### config.mk
export PLATFORM = sky130hd
export DESIGN_NAME = start_stop_command_logic
export DESIGN_NICKNAME = d
export VERILOG_FILES = /design/src/design/param_store.v /design/src/design/coast_delay_timer.v /design/src/design/start_stop_command_logic.v
export VERILOG_INCLUDE_DIRS = /design/src /design/src/design
export SDC_FILE = /design/constraint.sdc
export NUM_CORES = 1
export LEC_CHECK = 0
export BUFFER_PORTS_ARGS = -buffer_cell sky130_fd_sc_hd__buf_4
export CAP_MARGIN = 5
export CELL_PAD_IN_SITES_DETAIL_PLACEMENT = 1
export CELL_PAD_IN_SITES_GLOBAL_PLACEMENT = 1
export CORE_UTILIZATION = 40
export CTS_CLUSTER_DIAMETER = 150
export DETAILED_ROUTE_END_ITERATION = 10
export PLACE_DENSITY = 0.76
export SETUP_SLACK_MARGIN = 0.2
export SKIP_CTS_REPAIR_TIMING = 1
export SLEW_MARGIN = 30
export SYNTH_ARGS = -nofsm -noshare
export SYNTH_HDL_FRONTEND = slang
export SYNTH_HIERARCHICAL = 1
export SYNTH_SLANG_ARGS = --single-unit
### constraint.sdc
create_clock -name clk -period 5.07 [get_ports clk]
set_clock_uncertainty 0.1 [all_clocks]
set_input_delay 0.2535 -clock clk [delete_from_list [all_inputs] [get_ports clk]]
set_output_delay 0.2535 -clock clk [all_outputs]
set_load 0.03 [all_outputs]
### src/design/start_stop_regs.vh
`ifndef START_STOP_REGS_VH
`define START_STOP_REGS_VH
// Functional notes
// - Stop selection 0..100: coast after that many seconds once start drops.
// - Stop selection 1000..1100: coast after (setting - 1000) seconds.
// - Stop selection 9999 or 8888: ramp down to stop when start drops.
// - Settings 1000..1100 and 8888: forward input runs, reverse input selects direction.
// - Two-wire, 0..100 or 9999: forward alone runs forward, reverse alone runs reverse.
// - Two-wire, 0..100 or 9999: both on while running decelerates; both off stops as the stop selection sets.
// - 1000..1100/8888: fwd off stop, fwd only forward, both on reverse.
// - Stop-hold active enables three-wire self-hold; start inputs act as triggers.
// - Three-wire: start latches on input on-then-off; other input pulse reverses, except in 1000..1100/8888.
// - Three-wire: stop-hold going inactive clears the latch and decelerates.
// - Jog active with jog enabled makes stop-hold ignored.
// - Output shutoff stops output but keeps the self-hold latch.
// - Stop-hold on its own terminal; code 25 in any input selection routes it.
// - Open-collector selections reset to codes 0..4.
// - First relay selection resets to code 99, the fault output.
// - Second relay selection resets to 9999, no function.
// - Stop and output selections writable only while user group setting is zero.
// - Output codes 0..99 positive logic, 100..199 the same signal inverted.
// - Output shutoff input cuts the drive output at once, motor coasts.

// Register addresses on the plain port
`define SS_ADDR_STATUS 8'h00
`define SS_ADDR_USER_GROUP 8'hA0
`define SS_ADDR_IN_FIRST 8'hB2
`define SS_ADDR_OUT_FIRST 8'hBE
`define SS_ADDR_LAST 8'hC4
`define SS_ADDR_STOP_SEL 8'hFA

// Word indices inside the selection store
`define SS_IDX_IN_SECOND 5'h01
`define SS_IDX_OUT_FIRST 5'h0C
`define SS_IDX_RELAY1 5'h11
`define SS_NUM_IN_SEL 12
`define SS_NUM_SEL 19

// Setting values
`define SS_STOP_SEL_RESET 16'h270F
`define SS_STOP_DECEL_DIR 16'h22B8
`define SS_COAST_MAX 16'h0064
`define SS_COAST_OFS 16'h03E8
`define SS_COAST_OFS_MAX 16'h044C
`define SS_USER_GROUP_RESET 16'h0000

// Function codes
`define SS_FN_STOP_HOLD 16'h0019
`define SS_FN_FWD_START 16'h003C
`define SS_FN_REV_START 16'h003D
`define SS_FN_NONE 16'h270F
`define SS_FN_FAULT 16'h0063
`define SS_FN_INV_FIRST 16'h0064
`define SS_FN_INV_LAST 16'h00C7

// Status register fields
`define SS_STAT_STATE_MSB 2
`define SS_STAT_LATCH_RUN 3
`define SS_STAT_LATCH_REV 4
`define SS_STAT_THREE_WIRE 5
`define SS_STAT_STOP_HOLD 6

// Timing
`define SS_TICK_SEC 1
`define SS_CLK_HZ 25000000
`define SS_TICK_CYCLES (`SS_TICK_SEC * `SS_CLK_HZ)
`endif

### src/design/param_store.v
`timescale 1ns/100ps
`include "start_stop_regs.vh"
module param_store #(
    parameter WORDS = `SS_NUM_SEL,
    parameter WIDTH = 16
) (
    input wire clk,
    input wire rst,
    input wire wrEn,
    input wire [4:0] wrIdx,
    input wire [WIDTH-1:0] wrData,
    input wire rdEn,
    input wire [4:0] rdIdx,
    output reg [WIDTH-1:0] rdData_ff,
    output wire [WORDS*WIDTH-1:0] allWords
);
    reg [WIDTH-1:0] mem_ff [0:WORDS-1];
    integer i;
    genvar g;

    function [WIDTH-1:0] resetWord;
        input integer idx;
        begin
            if (idx == 0)
                resetWord = `SS_FN_FWD_START;
            else if (idx == `SS_IDX_IN_SECOND)
                resetWord = `SS_FN_REV_START;
            else if (idx >= `SS_IDX_OUT_FIRST && idx < `SS_IDX_RELAY1)
                resetWord = idx[WIDTH-1:0] - {11'h000, `SS_IDX_OUT_FIRST};
            else if (idx == `SS_IDX_RELAY1)
                resetWord = `SS_FN_FAULT;
            else
                resetWord = `SS_FN_NONE;
        end
    endfunction

    always @(posedge clk) begin
        if (rst) begin
            for (i = 0; i < WORDS; i = i + 1)
                mem_ff[i] <= resetWord(i);
            rdData_ff <= {WIDTH{1'b0}};
        end else begin
            if (wrEn && wrIdx < WORDS)
                mem_ff[wrIdx] <= wrData;
            if (rdEn)
                rdData_ff <= (rdIdx < WORDS) ? mem_ff[rdIdx] : {WIDTH{1'b0}};
        end
    end

    generate
        for (g = 0; g < WORDS; g = g + 1) begin : flat
            assign allWords[g*WIDTH +: WIDTH] = mem_ff[g];
        end
    endgenerate
endmodule

### src/design/coast_delay_timer.v
`timescale 1ns/100ps
module coast_delay_timer #(
    parameter TICK_CYCLES = 25000000
) (
    input wire clk,
    input wire rst,
    input wire run,
    input wire [6:0] delaySec,
    output wire expired
);
    reg [31:0] prescale_ff;
    reg [6:0] seconds_ff;
    wire tick;

    assign tick = (prescale_ff == TICK_CYCLES - 1);
    assign expired = run && (seconds_ff >= delaySec);

    // Held clear outside the wait so every new wait starts from zero
    always @(posedge clk) begin
        if (rst || !run) begin
            prescale_ff <= 32'h0000_0000;
            seconds_ff <= 7'h00;
        end else begin
            prescale_ff <= tick ? 32'h0000_0000 : prescale_ff + 32'h0000_0001;
            if (tick && seconds_ff != 7'h7F)
                seconds_ff <= seconds_ff + 7'h01;
        end
    end
endmodule

### src/design/start_stop_command_logic.v
// The strobed register port and the placing of the registers were chosen for this implementation.
`timescale 1ns/100ps
`include "start_stop_regs.vh"
module start_stop_command_logic #(
    parameter TICK_CYCLES = `SS_TICK_CYCLES,
    parameter WIDTH = 16
) (
    input wire clk,
    input wire rst,
    input wire [7:0] addr,
    input wire [WIDTH-1:0] wrData,
    input wire wrEn,
    input wire rdEn,
    output wire [WIDTH-1:0] rdData,
    input wire fwdStartIn,
    input wire revStartIn,
    input wire [9:0] termIn,
    input wire stopHoldIn,
    input wire jogIn,
    input wire jogEnableIn,
    input wire outputShutoffIn,
    input wire rampDoneIn,
    input wire freqReachedFlag,
    input wire powerFailFlag,
    input wire overloadFlag,
    input wire freqDetectFlag,
    input wire faultFlag,
    output reg runFwdOut_ff,
    output reg runRevOut_ff,
    output reg decelReqOut_ff,
    output wire shutoffReqOut,
    output reg [4:0] openCollOut_ff,
    output reg [1:0] relayOut_ff
);
    localparam ST_STOP = 3'd0;
    localparam ST_FWD = 3'd1;
    localparam ST_REV = 3'd2;
    localparam ST_DECEL = 3'd3;
    localparam ST_WAIT = 3'd4;
    localparam ST_COAST = 3'd5;
    localparam NSEL = `SS_NUM_SEL;
    localparam NIN = `SS_NUM_IN_SEL;

    reg [2:0] state_ff;
    reg [2:0] nxt_state;
    reg [WIDTH-1:0] stopSel_ff;
    reg [WIDTH-1:0] userGroup_ff;
    reg [WIDTH-1:0] localRd_ff;
    reg rdFromStore_ff;
    reg fwdPrev_ff;
    reg revPrev_ff;
    reg latchRun_ff;
    reg latchRev_ff;
    reg nxt_latchRun;
    reg nxt_latchRev;
    reg stopHold;
    reg cmdRun;
    reg cmdRev;
    reg cmdBoth;
    reg [NIN-1:0] termVec;
    integer k;

    wire [NSEL*WIDTH-1:0] allSel;
    wire [WIDTH-1:0] storeRd;
    wire storeHit;
    wire storeWrOk;
    wire [4:0] storeIdx;
    wire [7:0] storeOfs;
    wire unlocked;
    wire coastMode;
    wire startDirMode;
    wire fwdFn;
    wire revFn;
    wire jogOverride;
    wire threeWire;
    wire fwdFall;
    wire revFall;
    wire timerRun;
    wire timerDone;
    wire [6:0] delaySec;
    wire running;
    wire [5:0] flags;

    // Setting decode shared by mode and delay logic
    function isCoastSel;
        input [WIDTH-1:0] sel;
        begin
            isCoastSel = (sel <= `SS_COAST_MAX) ||
                (sel >= `SS_COAST_OFS && sel <= `SS_COAST_OFS_MAX);
        end
    endfunction

    function isStartDirSel;
        input [WIDTH-1:0] sel;
        begin
            isStartDirSel = (sel == `SS_STOP_DECEL_DIR) ||
                (sel >= `SS_COAST_OFS && sel <= `SS_COAST_OFS_MAX);
        end
    endfunction

    function [6:0] coastDelay;
        input [WIDTH-1:0] sel;
        reg [WIDTH-1:0] d;
        begin
            d = (sel >= `SS_COAST_OFS) ? sel - `SS_COAST_OFS : sel;
            coastDelay = d[6:0];
        end
    endfunction

    function [WIDTH-1:0] selWord;
        input [NSEL*WIDTH-1:0] words;
        input integer idx;
        begin
            selWord = words[idx*WIDTH +: WIDTH];
        end
    endfunction

    // Output function: flags = {fault, freqDetect, overload, powerFail, freqReached, run}
    function termSignal;
        input [WIDTH-1:0] code;
        input [5:0] f;
        reg inv;
        reg [WIDTH-1:0] base;
        reg s;
        begin
            inv = (code >= `SS_FN_INV_FIRST) && (code <= `SS_FN_INV_LAST);
            base = inv ? code - `SS_FN_INV_FIRST : code;
            case (base)
                16'h0000: s = f[0];
                16'h0001: s = f[1];
                16'h0002: s = f[2];
                16'h0003: s = f[3];
                16'h0004: s = f[4];
                `SS_FN_FAULT: s = f[5];
                default: s = 1'b0;
            endcase
            termSignal = s ^ inv;
        end
    endfunction

    // Register port
    assign unlocked = (userGroup_ff == `SS_USER_GROUP_RESET);
    assign storeHit = (addr >= `SS_ADDR_IN_FIRST) && (addr <= `SS_ADDR_LAST);
    assign storeOfs = addr - `SS_ADDR_IN_FIRST;
    assign storeIdx = storeOfs[4:0];
    assign storeWrOk = wrEn && storeHit && ((addr < `SS_ADDR_OUT_FIRST) || unlocked);

    param_store #(
        .WORDS(NSEL),
        .WIDTH(WIDTH)
    ) selStore (
        .clk(clk),
        .rst(rst),
        .wrEn(storeWrOk),
        .wrIdx(storeIdx),
        .wrData(wrData),
        .rdEn(rdEn && storeHit),
        .rdIdx(storeIdx),
        .rdData_ff(storeRd),
        .allWords(allSel)
    );

    always @(posedge clk) begin
        if (rst) begin
            stopSel_ff <= `SS_STOP_SEL_RESET;
            userGroup_ff <= `SS_USER_GROUP_RESET;
        end else if (wrEn) begin
            if (addr == `SS_ADDR_USER_GROUP)
                userGroup_ff <= wrData;
            if (addr == `SS_ADDR_STOP_SEL && unlocked)
                stopSel_ff <= wrData;
        end
    end

    always @(posedge clk) begin
        if (rst) begin
            localRd_ff <= {WIDTH{1'b0}};
            rdFromStore_ff <= 1'b0;
        end else if (rdEn) begin
            rdFromStore_ff <= storeHit;
            case (addr)
                `SS_ADDR_STATUS: begin
                    localRd_ff <= {WIDTH{1'b0}};
                    localRd_ff[`SS_STAT_STATE_MSB:0] <= state_ff;
                    localRd_ff[`SS_STAT_LATCH_RUN] <= latchRun_ff;
                    localRd_ff[`SS_STAT_LATCH_REV] <= latchRev_ff;
                    localRd_ff[`SS_STAT_THREE_WIRE] <= threeWire;
                    localRd_ff[`SS_STAT_STOP_HOLD] <= stopHold;
                end
                `SS_ADDR_USER_GROUP: localRd_ff <= userGroup_ff;
                `SS_ADDR_STOP_SEL: localRd_ff <= stopSel_ff;
                default: localRd_ff <= {WIDTH{1'b0}};
            endcase
        end
    end

    // Read data appears in the cycle after the strobe and holds until the next read strobe
    assign rdData = rdFromStore_ff ? storeRd : localRd_ff;

    // Input terminal routing
    assign fwdFn = fwdStartIn && (selWord(allSel, 0) == `SS_FN_FWD_START);
    assign revFn = revStartIn &&
        (selWord(allSel, `SS_IDX_IN_SECOND) == `SS_FN_REV_START);

    always @* begin
        termVec = {termIn, revStartIn, fwdStartIn};
        stopHold = stopHoldIn;
        for (k = 0; k < NIN; k = k + 1)
            if (termVec[k] && selWord(allSel, k) == `SS_FN_STOP_HOLD)
                stopHold = 1'b1;
    end

    assign coastMode = isCoastSel(stopSel_ff);
    assign startDirMode = isStartDirSel(stopSel_ff);
    assign jogOverride = jogIn && jogEnableIn;
    assign threeWire = stopHold && !jogOverride;
    assign fwdFall = fwdPrev_ff && !fwdFn;
    assign revFall = revPrev_ff && !revFn;

    // Self-hold latch; shutoff input deliberately has no path here
    always @* begin
        nxt_latchRun = latchRun_ff;
        nxt_latchRev = latchRev_ff;
        if (!stopHold && !jogOverride) begin
            nxt_latchRun = 1'b0;
            nxt_latchRev = 1'b0;
        end else if (threeWire) begin
            if (startDirMode) begin
                if (fwdFall) begin
                    nxt_latchRun = 1'b1;
                    nxt_latchRev = revFn;
                end
            end else if (fwdFall) begin
                nxt_latchRun = 1'b1;
                nxt_latchRev = 1'b0;
            end else if (revFall) begin
                nxt_latchRun = 1'b1;
                nxt_latchRev = 1'b1;
            end
        end
    end

    always @(posedge clk) begin
        if (rst) begin
            fwdPrev_ff <= 1'b0;
            revPrev_ff <= 1'b0;
            latchRun_ff <= 1'b0;
            latchRev_ff <= 1'b0;
        end else begin
            fwdPrev_ff <= fwdFn;
            revPrev_ff <= revFn;
            latchRun_ff <= nxt_latchRun;
            latchRev_ff <= nxt_latchRev;
        end
    end

    // Run command decode
    always @* begin
        cmdRun = 1'b0;
        cmdRev = 1'b0;
        cmdBoth = 1'b0;
        if (threeWire) begin
            cmdRun = latchRun_ff;
            cmdRev = latchRev_ff;
        end else if (startDirMode) begin
            cmdRun = fwdFn;
            cmdRev = fwdFn && revFn;
        end else begin
            cmdRun = fwdFn ^ revFn;
            cmdRev = revFn && !fwdFn;
            cmdBoth = fwdFn && revFn;
        end
    end

    // Stop sequencing
    always @* begin
        nxt_state = state_ff;
        case (state_ff)
            ST_STOP: begin
                if (cmdRun)
                    nxt_state = cmdRev ? ST_REV : ST_FWD;
            end
            ST_FWD, ST_REV: begin
                if (cmdRun)
                    nxt_state = cmdRev ? ST_REV : ST_FWD;
                else if (coastMode && !cmdBoth)
                    nxt_state = ST_WAIT;
                else
                    nxt_state = ST_DECEL;
            end
            ST_DECEL: begin
                if (cmdRun)
                    nxt_state = cmdRev ? ST_REV : ST_FWD;
                else if (rampDoneIn)
                    nxt_state = ST_STOP;
            end
            ST_WAIT: begin
                if (cmdRun)
                    nxt_state = cmdRev ? ST_REV : ST_FWD;
                else if (timerDone)
                    nxt_state = ST_COAST;
            end
            ST_COAST: begin
                if (cmdRun)
                    nxt_state = cmdRev ? ST_REV : ST_FWD;
            end
            default: nxt_state = ST_STOP;
        endcase
    end

    assign timerRun = (state_ff == ST_WAIT);
    assign delaySec = coastDelay(stopSel_ff);

    coast_delay_timer #(
        .TICK_CYCLES(TICK_CYCLES)
    ) coastTimer (
        .clk(clk),
        .rst(rst),
        .run(timerRun),
        .delaySec(delaySec),
        .expired(timerDone)
    );

    always @(posedge clk) begin
        if (rst) begin
            state_ff <= ST_STOP;
            runFwdOut_ff <= 1'b0;
            runRevOut_ff <= 1'b0;
            decelReqOut_ff <= 1'b0;
        end else begin
            state_ff <= nxt_state;
            runFwdOut_ff <= (nxt_state == ST_FWD);
            runRevOut_ff <= (nxt_state == ST_REV);
            // Ramp keeps braking during the coast delay; shutoff follows expiry
            decelReqOut_ff <= (nxt_state == ST_DECEL) || (nxt_state == ST_WAIT);
        end
    end

    // Combinational so an external shutoff reaches the drive with no cycle lost
    assign shutoffReqOut = (state_ff == ST_COAST) || outputShutoffIn;

    // Output terminal functions
    assign running = !shutoffReqOut && (state_ff != ST_STOP) && (state_ff != ST_COAST);
    assign flags = {faultFlag, freqDetectFlag, overloadFlag, powerFailFlag,
        freqReachedFlag, running};

    always @(posedge clk) begin
        if (rst) begin
            openCollOut_ff <= 5'h00;
            relayOut_ff <= 2'h0;
        end else begin
            for (k = 0; k < 5; k = k + 1)
                openCollOut_ff[k] <= termSignal(selWord(allSel, k + `SS_IDX_OUT_FIRST), flags);
            relayOut_ff[0] <= termSignal(selWord(allSel, `SS_IDX_RELAY1), flags);
            relayOut_ff[1] <= termSignal(selWord(allSel, `SS_IDX_RELAY1 + 1), flags);
        end
    end
endmodule

# Word-level counts from Yosys, hierarchy flattened
# Memory sizes are Yosys's and may differ from the RTL's. A register that Yosys moved wholly into a read port is not among the register bits.
# Index checks and enable logic that the tools add are counted.
dict set report op_classes {
  add_sub_neg 11
  multipliers 0
  div 0
  order_cmp 22
  n_eq_ne 65
  n_shift 0
  muxes 75
  bitwise_logic 8
  n_reduce_logical 73
}
# op count
set ops {}
lappend ops {{2-to-1 mux 16 bit} 18}
lappend ops {{== test 16 x 2 -> 1 bit, second input constant} 14}
lappend ops {{== test 16 x 5 -> 1 bit, second input constant} 12}
lappend ops {{logical NOT 16 bit} 8}
lappend ops {{== test 16 x 1 -> 1 bit, second input constant} 7}
lappend ops {{== test 16 x 3 -> 1 bit, second input constant} 7}
lappend ops {{== test 16 x 7 -> 1 bit, second input constant} 7}
lappend ops {{greater-or-equal comparator 16 x 7 -> 1 bit, second input constant} 7}
lappend ops {{<= comparator 16 x 8 -> 1 bit, second input constant} 7}
lappend ops {{subtractor 16 x 7 -> 16 bit, second input constant} 7}
lappend ops {{one-hot mux 16 bit (3 select lines)} 1}
lappend ops {{one-hot mux 1 bit (6 select lines)} 7}
lappend ops {{logical AND 1 bit} 40}
lappend ops {{2-to-1 mux 1 bit} 38}
lappend ops {{adder 32 x 1 -> 32 bit, second input constant} 1}
lappend ops {{== test 16 x 6 -> 1 bit, second input constant} 2}
lappend ops {{== test 32 x 25 -> 1 bit, second input constant} 1}
lappend ops {{2-to-1 mux 3 bit} 7}
lappend ops {{== test 16 x 14 -> 1 bit, second input constant} 1}
lappend ops {{== test 8 bit, second input constant} 2}
lappend ops {{greater-or-equal comparator 16 x 10 -> 1 bit, second input constant} 1}
lappend ops {{<= comparator 16 x 11 -> 1 bit, second input constant} 1}
lappend ops {{<= comparator 16 x 7 -> 1 bit, second input constant} 1}
lappend ops {{OR reduction 16 bit} 1}
lappend ops {{other kinds (28)} 56}
dict set report totals {
  regBits 105
  latch_bits 0
  ram_bits 304
  romBits 0
  input_bits 50
  word_cells 271
  mem_count 1
}
# memory words word_bits rd rd_ports_with_merged_regs wr line
set mem_list {}
lappend mem_list {selStore.mem_ff 19 16 20 1 19 param_store.v:17} ;# reg [WIDTH-1:0] mem_ff [0:WORDS-1];

# Logic depth before layout (Yosys ltp)
# Gate-level depths: netlist (run 1).
# An unclocked memory read counts as a cell.
dict set report logic_depth {
  depth_word 24
  mapped_depth 16
}

# Cells and area by module
# The synthesis (run 1) kept the hierarchy.
# mod n_inst cells_per_inst area_each_um2 seq_area_each_um2
set by_module_without_submodules {}
lappend by_module_without_submodules {param_store 1 1158 14924.3 9769.4}
lappend by_module_without_submodules {start_stop_command_logic 1 848 6313.6 1321.3}
lappend by_module_without_submodules {coast_delay_timer 1 234 2005.7 780.7}

# Worst setup path before layout (run 1)
# No wires, ideal clock.
dict set report synth_timing {
  kind {input to register}
  startpoint {input port addr[1]}
  endpoint {memory selStore.mem_ff[11][0] (enable)}
  setup_time_ns 0.411
  arrival_ns 3.190
  setup_slack_ns 1.369
  cell_stages 12
  path_buffers 2
  cell_sequence {inv_1 ha_1 inv_1 o21ai_0 and3_1 o21ai_0 a311oi_1 clkbuf_1 nand4b_1 nand2b_1 clkbuf_1 o21ai_0}
}
# item line
set synth_rtl {}
lappend synth_rtl {{start: declaration} start_stop_command_logic.v:10} ;# input wire [7:0] addr,
lappend synth_rtl {{end: declaration} param_store.v:17}

==> results.py, run 1 <==
metrics = {
    "status": {
        "status": "finished with violations",
        "violations": "hold timing",
    },
    "synth": {
        "syn_area_um2": 23200,
        "synth_fa_ha_area_share_pct": 1.51,
        "synth_edf_count": 304,
        "synthXorXnorAreaFrac_pct": 2.11,
        "async_reset_ff_share_pct": 0,
        "synth_compound_area_share_pct": 9.47,
        "ys_seq_area_share_pct": 51.1,
        "synth_top_family_by_area": "simple AND/OR/NAND/NOR gates",
        "syn-instance-count": 2240,
        "synth_warnings": 6,
        "yosys.area_share.simple_pct": 22.2,
        "ys.flop_type": "edfxtp_1",
        "ys_ff_latch": 441,
        "synth.distinct_cells": 102,
        "post_synth.cell_area_avg_um2": 10.4,
        "synth_mux_area_share_pct": 9.98,
    },
    "place": {
        "gp_congestion": 0.988,
        "port_buffers": 76,
        "dpl.cell_count": 2997,
        "hpwl_mm": 60.3,
    },
    "sta": {
        "rsz0062_at_grt": "false",
        "drv_slew": 0,
        "finalSetupViolCount": 0,
        "hold_violations": 1,
        "relSlewSlack_pct": 26.5,
        "period_minus_slack_ps": 3760,
        "holdWs_ps": -12.7,
        "setup_tns_ps": 0,
        "worstMarginPinSlew_ps": 1100,
        "finalCritPeriodShare_pct": 74.1,
        "timing.fmax_mhz": 266,
    },
    "setup_path": {
        "crit_slowest_cell": "nand2_1",
        "crit_path_max_incr_delay_ps": 680,
        "start_kind": "flop",
        "crit_buf_inv": 1,
        "arrival_ps": 3870,
        "path_cells": "nor4_1, nand4_1, a311oi_1, buf_4, o211a_4, nand3_1, nand2_1",
        "required_ps": 5180,
        "path_class": "reg2reg",
        "critical_path.top_delay_family": "simple AND/OR/NAND/NOR gates",
        "cp_max_fo": 25,
        "endpoint_kind": "flop",
    },
    "clock_network": {
        "cts-root-buf": "clkbuf_16",
        "numCtsBuffers": 48,
        "cts.clk_slew.worst_paths_ps": 70,
        "cts_buffer_depth": 3,
        "clock_sinks": 441,
        "worstSkewPairLatency_ps": 620,
        "cts_tree": "yes",
        "cts_max_level": 2,
    },
    "power": {
        "ir_worst_vdd_mv": 0.238,
        "p_per_area_nw_per_um2": 325,
        "power.leakage_nw": 9.34,
    },
    "cells_and_area": {
        "finalNetCount": 2386,
        "fin_cells": 3105,
        "nFillCells": 6163,
        "multi_input_area_um2": 10600,
        "areaGrowthSynthToFinish_pct": 13.2,
        "layout_commonest_cell": "nor2_1",
        "regArea_um2": 11900,
        "drive_above_1_share_pct": 12.6,
        "final_cell_mix": "nor2_1 (311), edfxtp_1 (304), nand2_1 (227)",
    },
    "grt": {
        "grt_pass1_vias": 19570,
        "grt_pass1_wl_mm": 125,
        "grt_max_degree": 50,
        "overflow": 0,
        "track_usage_pct": 28.0,
        "antenna_found_initial": 10,
    },
    "floorplanning": {
        "die_y_um": 243,
        "rows": 87,
        "die-area_um2": 59100,
        "core_area_um2": 56900,
        "io_pins": 77,
        "die_w_um": 243,
        "initial_utilization_pct": 40.8,
    },
    "route": {
        "drtAntennaViolNets": 0,
        "drc": 0,
        "wl_mm": 83.9,
        "viasPerCell": 6.12,
        "drt_iter0_drc": 1829,
        "vias": 18988,
        "drt_first_pass_iters": 5,
        "routedWlPerCell_um": 27.0,
    },
    "min_path": {
        "holdCritPathClass": "in2reg",
    },
    "flow_run": {
        "cap_violations": 0,
    },
}
==> layout make-up <==
class | count | area share [%]
sequential | 441 | 45.1
multi-input combinational | 1619 | 40.4
clock buffer | 55 | 4.74
timing repair buffer | 123 | 3.76
tap | 756 | 3.59
clock inverter | 35 | 1.30
inverter | 75 | 1.07
antenna | 1 | 0.00951
==> metrics by stage <==
step / cell area (um2) / setup slack (ps) / total power, mW / util [%]
3_5_place_dp: 24500 / 1430 / 4.97 / 43.1
4_1_cts: 26100 / 1380 / 8.54 / 45.9
6_report: 26300 / 1310 / 8.54 / 46.2
5_1_grt: 26300 / 1170 / 8.76 / 46.2
3_3_place_gp: 24500 / 1450 / 4.93 / 43.0
2_1_floorplan: 23300 / 1370 / 4.61 / -
==> flip-flops by register name, summed over array words and instances (netlist names) <==
signal / flops
userGroup_ff: 16
localRd_ff: 16
openCollOut_ff: 5
runRevOut_ff: 1
selStore/rdData_ff: 16
decelReqOut_ff: 1
rdFromStore_ff: 1
state_ff: 3
runFwdOut_ff: 1
coastTimer/seconds_ff: 7
selStore/mem_ff: 320
latchRun_ff: 1
relayOut_ff: 2
fwdPrev_ff: 1
stopSel_ff: 16
revPrev_ff: 1
latchRev_ff: 1
coastTimer/prescale_ff: 32
==> logic make-up (layout without fill, tap and decap cells) <==
kind of cell             count (synthesis)  after routing
AO/OA/AOI/OAI                          305            305
other                                    1             17
AND/OR/NAND/NOR                       1028           1028
XOR/XNOR                                56             56
buffers and inverters                  195            288
multiplexers                           186            186
adder cells (fa/ha/maj)                 28             28
flip-flops                             441            441
==> path summary, 6_finish.rpt <==
path               startpoint                    end  slack, ps  cells past startpoint
max          userGroup_ff[11]  selStore/mem_ff[0][9]       1310                      7
min                rampDoneIn         decelReqOut_ff        -10                      4
max reg2reg  userGroup_ff[11]  selStore/mem_ff[0][9]       1310                      7
min reg2reg   userGroup_ff[9]        userGroup_ff[9]        380                      2
==> synth_stat cells (8+ instances only) <==
library cell | count | share of area [%]
a211o_1 | 8 | 0.30
a211oi_1 | 29 | 0.94
a21oi_1 | 67 | 1.4
a221oi_1 | 11 | 0.41
a22oi_1 | 35 | 1.1
a31oi_1 | 10 | 0.27
and2_1 | 39 | 1.0
and3_1 | 19 | 0.51
buf_2 | 44 | 0.95
buf_4 | 10 | 0.32
clkbuf_1 | 59 | 0.95
dfxtp_1 | 137 | 12
edfxtp_1 | 304 | 39
ha_1 | 28 | 1.5
inv_1 | 74 | 1.2
mux2_2 | 23 | 1.1
mux2i_1 | 128 | 5.5
mux4_2 | 34 | 3.3
nand2_1 | 235 | 3.8
nand2b_1 | 53 | 1.4
nand3_1 | 109 | 2.3
nand3b_1 | 26 | 0.84
nand4_1 | 27 | 0.73
nor2_1 | 314 | 5.1
nor2b_1 | 15 | 0.40
nor3_1 | 44 | 0.95
nor4_1 | 37 | 1.0
nor4b_1 | 15 | 0.57
nor4bb_1 | 15 | 0.65
o21ai_0 | 33 | 0.71
o21bai_1 | 19 | 0.61
or3_1 | 23 | 0.62
xnor2_1 | 26 | 0.98
xor2_1 | 30 | 1.1
==> power breakdown <==
group          leakage [nW]  internal (mW)  total (mW)  switching, mW
sequential             4.05           3.99        4.14          0.148
combinational          4.51          0.282       0.785          0.502
clock                 0.775           2.08        3.62           1.54
total                  9.34           6.36        8.54           2.19
==> layer usage <==
metal | track usage, % | routed length, um | vias to the layer above
li1 | - | - | 8341
met1 | 35.2 | 32600 | 9559
met2 | 45.9 | 39500 | 840
met3 | 5.09 | 6720 | 240
met4 | 14.6 | 5020 | 8
met5 | 0 | 43 | -
==> worst register-to-register path, stage by stage (launching register included) <==
cell and delay [ps]:
dfxtp_1 320, nor4_1 390, nand4_1 310, a311oi_1 370, buf_4 220, o211a_4 460
nand3_1 490, nand2_1 690
Note: power is estimated with default switching activity, not from simulation.
==> inputs of run 2 (changes only) <==
--- a/config.mk
+++ b/config.mk
@@ -13,7 +13,7 @@
 export CORE_UTILIZATION = 40
 export CTS_CLUSTER_DIAMETER = 150
 export DETAILED_ROUTE_END_ITERATION = 10
-export PLACE_DENSITY = 0.76
+export PLACE_DENSITY = 0.79
 export SETUP_SLACK_MARGIN = 0.2
 export SKIP_CTS_REPAIR_TIMING = 1
 export SLEW_MARGIN = 30
==> constraint.sdc (replaced) <==
create_clock -name clk -period 3.1 [get_ports clk]
set_clock_uncertainty 0.1 [all_clocks]
set_input_delay 0.155 -clock clk [delete_from_list [all_inputs] [get_ports clk]]
set_output_delay 0.155 -clock clk [all_outputs]
set_load 0.03 [all_outputs]
==> results.py, run 2 (synthesis gave the netlist of run 1 again) <==
metrics = {
    "status": {
        "status": "finished with violations",
        "violations": "hold timing, setup timing",
    },
    "cells_and_area": {
        "largestRegisters": "selStore/mem_ff (320), coastTimer/prescale_ff (32)",
        "final_cell_mix": "nor2_1 (310), edfxtp_1 (304), nand2_1 (232), buf_4 (232), dfxtp_1 (133)",
        "layout_commonest_cell": "nor2_1",
        "drive_above_1_share_pct": 20.2,
        "areaGrowthSynthToFinish_pct": 21.7,
        "regMostFlops": "selStore/mem_ff",
        "finalNetCount": 2553,
        "design_area_um2": 28300,
        "largest_reg_flops": 320,
        "post-route-util_pct": 49.7,
        "nFillCells": 6168,
        "antenna_cells": 0,
    },
    "flow_run": {
        "cap_violations": 0,
    },
    "route": {
        "vias": 19864,
        "drt_first_pass_iters": 8,
        "viasPerCell": 6.07,
        "routedWlPerCell_um": 27.6,
        "drt_iter0_drc": 1870,
        "wl_mm": 90.2,
        "drc": 0,
        "drtAntennaViolNets": 0,
    },
    "power": {
        "power.leakage_nw": 10.3,
        "ir_worst_vdd_mv": 0.393,
        "p_per_area_nw_per_um2": 496,
        "power_mw": 14.0,
    },
    "setup_path": {
        "r2r_cells": 12,
        "critPathCapture": "runFwdOut_ff",
        "arrival_ps": 3620,
        "cp_max_fo": 4,
        "r2r-end": "runFwdOut_ff",
        "endpoint_kind": "flop",
        "r2r-start": "selStore/mem_ff[1][1]",
        "start_kind": "flop",
        "path_class": "reg2reg",
        "critPathLaunch": "selStore/mem_ff[1][1]",
        "required_ps": 3490,
        "r2r_slack_ps": -130,
    },
    "clock_network": {
        "cts.clk_slew.worst_paths_ps": 60,
        "cts_max_level": 2,
        "cts_buffer_depth": 3,
        "cts-root-buf": "clkbuf_16",
        "numCtsBuffers": 49,
        "clock_sinks": 441,
        "worstSkewPairLatency_ps": 600,
        "cts_tree": "yes",
    },
    "grt": {
        "track_usage_pct": 29.5,
        "grt_pass1_wl_mm": 130,
        "grt_pass1_vias": 20149,
        "grt_max_degree": 62,
        "antenna_found_initial": 1,
        "overflow": 0,
    },
    "sta": {
        "hold_violations": 11,
        "period_minus_slack_ps": 3230,
        "worstMarginPinSlew_ps": 935,
        "finalSetupViolCount": 4,
        "finalCritPeriodShare_pct": 104,
        "timing.fmax_mhz": 310,
        "setup_tns_ps": -395,
        "relSlewSlack_pct": 37.6,
        "fin_ws_ps": -129,
        "drv_slew": 0,
        "rsz0062_at_grt": "true",
        "holdWs_ps": -13.1,
    },
    "floorplanning": {
        "initial_utilization_pct": 40.8,
        "die_y_um": 243,
        "core_area_um2": 56900,
        "die-area_um2": 59100,
        "rows": 87,
        "io_pins": 77,
        "die_w_um": 243,
    },
    "place": {
        "port_buffers": 76,
        "hpwl_mm": 64.0,
        "placed_area_um2": 25800,
        "gp_congestion": 0.984,
    },
    "min_path": {
        "holdCritPathClass": "in2reg",
    },
}
## run 2: cell types whose count changed in the layout (fill, tap and decap cells not counted), sizes merged
cell / before / now
buf: 106 / 269
clkbuf: 55 / 69
bufinv: 6 / 2
clkinv: 24 / 20
clkinvlp: 4 / 1
dlygate4sd3: 17 / 19
inv: 76 / 74
diode: 1 / 0
## run 2: worst min path at each step
stage               startpoint               end  slack (ps)  cells past startpoint
CTS                 wrData[13]  userGroup_ff[13]        -280                      3
detailed placement  wrData[13]    stopSel_ff[13]         350                      3
floorplan            wrData[0]     stopSel_ff[0]         180                      2
global route              wrEn   userGroup_ff[1]          10                      5
finish                    wrEn  userGroup_ff[13]         -10                      5
global placement    wrData[13]    stopSel_ff[13]         340                      3
## run 2: metal layers
metal	vias to the layer above	GRT usage [%]	part of all wire, %
li1	8679	-	-
met1	10149	37.2	40
met2	815	50.4	49
met3	221	3.75	6.1
met4	0	13.4	4.7
met5	-	0	0
## run 2: cell type report
type | count | area, um2 | area share, %
sequential | 441 | 11900 | 42.0
multi-input combinational | 1619 | 11000 | 38.9
timing repair buffer | 289 | 2630 | 9.31
clock buffer | 68 | 1390 | 4.91
tap | 756 | 946 | 3.34
inverter | 75 | 287 | 1.01
clock inverter | 22 | 154 | 0.544
## run 2: report_power, final
group,internal (mW),total [mW],switching (mW)
clock network,3.28,5.74,2.45
logic,0.587,1.52,0.929
registers,6.53,6.77,0.244
## run 2: critical path, cell delays in order, from the launching register on
cell and delay, ps:
edfxtp_1 460, nor4bb_2 420, nand4_1 200, inv_1 120
nand3_2 170, inv_1 190, ha_4 220, and4b_1 190
o211ai_1 200, mux2i_2 140, nor3_4 280, a311oi_4 90
nor4b_2 330
## run 2: stage by stage
stage	hold WS [ps]	setup slack, ps	std cells
global route	11.9	-321	3270
global placement	339	-59.0	3123
finish	-13.1	-129	3270
floorplan	183	-74.9	2255
detailed placement	345	-299	3123
CTS	-280	-411	3213
==> inputs of run 3 (changes only) <==
--- a/config.mk
+++ b/config.mk
@@ -7,13 +7,13 @@
 export NUM_CORES = 1
 export LEC_CHECK = 0
 export BUFFER_PORTS_ARGS = -buffer_cell sky130_fd_sc_hd__buf_4
-export CAP_MARGIN = 5
+export CAP_MARGIN = 20
 export CELL_PAD_IN_SITES_DETAIL_PLACEMENT = 1
 export CELL_PAD_IN_SITES_GLOBAL_PLACEMENT = 1
-export CORE_UTILIZATION = 40
+export CORE_UTILIZATION = 43
 export CTS_CLUSTER_DIAMETER = 150
 export DETAILED_ROUTE_END_ITERATION = 10
-export PLACE_DENSITY = 0.79
+export PLACE_DENSITY = 0.83
 export SETUP_SLACK_MARGIN = 0.2
 export SKIP_CTS_REPAIR_TIMING = 1
 export SLEW_MARGIN = 30
==> constraint.sdc (replaced) <==
create_clock -name clk -period 3.1 [get_ports clk]
set_clock_uncertainty 0.1 [all_clocks]
set_input_delay 0.155 -clock clk [delete_from_list [all_inputs] [get_ports clk]]
set_output_delay 0.155 -clock clk [all_outputs]
set_load 0.01 [all_outputs]
==> results.py, run 3 (synthesis gave the netlist of run 1 again) <==
metrics = {
    "status": {
        "status": "finished with violations",
        "violations": "setup timing",
    },
    "cells_and_area": {
        "multi_input_area_um2": 11000,
        "layout_commonest_cell": "nor2_1",
        "largest_reg_flops": 320,
        "nFillCells": 5730,
        "fin_cells": 3200,
        "drive_above_1_share_pct": 20.3,
        "regArea_um2": 11900,
        "final_cell_mix": "nor2_1 (311), edfxtp_1 (304), nand2_1 (233)",
        "design_area_um2": 28300,
        "areaGrowthSynthToFinish_pct": 21.9,
        "largestRegisters": "selStore/mem_ff (320), coastTimer/prescale_ff (32)",
        "finalNetCount": 2552,
        "regMostFlops": "selStore/mem_ff",
    },
    "route": {
        "wl_mm": 90.6,
        "drtAntennaViolNets": 0,
        "drc": 0,
        "vias": 20163,
        "drt_first_pass_iters": 5,
        "viasPerCell": 6.30,
        "routedWlPerCell_um": 28.3,
        "drt_iter0_drc": 1794,
    },
    "sta": {
        "rsz0062_at_grt": "true",
        "setup_tns_ps": -55.7,
        "finalSetupViolCount": 3,
        "relSlewSlack_pct": 37.6,
        "hold_violations": 0,
        "holdWs_ps": 72.5,
        "worstMarginPinSlew_ps": 936,
        "period_minus_slack_ps": 3130,
        "drv_slew": 0,
        "timing.fmax_mhz": 320,
        "fin_ws_ps": -27.7,
        "finalCritPeriodShare_pct": 101,
    },
    "power": {
        "clockPowerShare_pct": 42.6,
        "p_int_mw": 10.8,
        "power_mw": 14.4,
        "p_seq_share_pct": 47.0,
        "power.leakage_nw": 10.4,
        "power.switching_mw": 3.63,
        "p_comb_share_pct": 10.5,
        "ir_worst_vdd_mv": 0.378,
        "p_per_area_nw_per_um2": 508,
        "sw_frac_of_total_pct": 25.2,
    },
    "min_path": {
        "hp-start": "freqDetectFlag",
        "holdCritPathClass": "in2reg",
        "hold_depth": 5,
        "holdPathEnd": "relayOut_ff[0]",
    },
    "setup_path": {
        "endpoint_kind": "flop",
        "path_class": "reg2reg",
        "r2r_slack_ps": -30,
        "r2r-end": "runRevOut_ff",
        "cp_max_fo": 3,
        "r2r_cells": 11,
        "r2r-start": "selStore/mem_ff[0][7]",
        "arrival_ps": 3580,
        "required_ps": 3550,
        "start_kind": "flop",
    },
    "clock_network": {
        "numCtsBuffers": 50,
        "cts_max_level": 2,
        "clock_sinks": 441,
        "cts_tree": "yes",
        "cts-root-buf": "clkbuf_16",
        "cts.clk_slew.worst_paths_ps": 70,
        "cts_buffer_depth": 3,
        "worstSkewPairLatency_ps": 610,
    },
    "flow_run": {
        "cap_violations": 0,
    },
    "floorplanning": {
        "core_area_um2": 53000,
        "die_w_um": 234,
        "die_y_um": 234,
        "initial_utilization_pct": 43.9,
        "io_pins": 77,
        "die-area_um2": 55000,
        "rows": 84,
    },
    "grt": {
        "grt_max_degree": 67,
        "grt_pass1_vias": 19904,
        "grt_pass1_wl_mm": 127,
        "overflow": 0,
        "antenna_found_initial": 1,
        "track_usage_pct": 31.3,
    },
    "place": {
        "port_buffers": 76,
        "gp_congestion": 1.03,
        "dpl.cell_count": 3053,
        "placed_area_um2": 25700,
        "hpwl_mm": 63.0,
    },
}
==> run 3: changes by cell type in the layout (fill, tap and decap cells not counted), moves of 4 or more <==
cell	before	now
nor3_1	40	44
clkinv_1	12	6
buf_4	232	227
buf_6	5	10
dfxtp_2	2	6
==> run 3: metrics by stage <==
stage                     worst slack (ps)  util [%]
after detailed placement              -174      48.5
after floorplan                      -74.9         -
final                                -27.7      53.5
after global placement                -101      48.5
after global routing                  -174      53.5
after CTS                             -188      51.6
==> run 3: worst max-delay path by stage <==
stage                             end  depth (start not counted)              startpoint
5_1_grt                  runFwdOut_ff                         13   selStore/mem_ff[0][7]
4_1_cts                  runRevOut_ff                         12   selStore/mem_ff[0][1]
2_1_floorplan  selStore/mem_ff[11][0]                         12                 addr[1]
3_5_place_dp             runRevOut_ff                         12   selStore/mem_ff[0][1]
3_3_place_gp             runFwdOut_ff                         10  selStore/mem_ff[0][13]
6_report                 runRevOut_ff                         11   selStore/mem_ff[0][7]
==> run 3: power by group through the flow <==
stage | Sequential (mW) | Clock [mW] | Combinational [mW]
3_3_place_gp | 6.84 | 0 | 1.29
5_1_grt | 6.78 | 6.37 | 1.56
2_1_floorplan | 6.76 | 0 | 0.757
3_5_place_dp | 6.87 | 0 | 1.33
6_report | 6.76 | 6.13 | 1.51
4_1_cts | 6.75 | 6.14 | 1.34
==> run 3: layer usage <==
layer	GRT usage [%]	routed length [um]	share of wire, %
met2	52.8	44200	49
met1	39.5	34700	38
met4	15.3	5170	5.7
met3	4.18	6500	7.2
met5	0	0	0
==> run 3: final cells by class <==
cell class | instances | area share [%]
flip-flops and latches | 441 | 41.9
multi-input cells | 1620 | 39.0
repair buffers | 286 | 9.22
clock buffers | 73 | 5.12
well taps | 688 | 3.04
inverters | 75 | 1.00
clock inverters | 16 | 0.720
diodes | 1 | 0.00883
==> run 3: worst max-delay path: stages (launching register included) <==
cell and delay (ps):
edfxtp_1 410, nor4bb_2 340, nand4_1 240, or3_4 440, ha_4 290, and4b_1 190
o211ai_1 100, mux2i_2 220, nor3_2 70, buf_4 160, a311oi_4 320, o211a_1 180
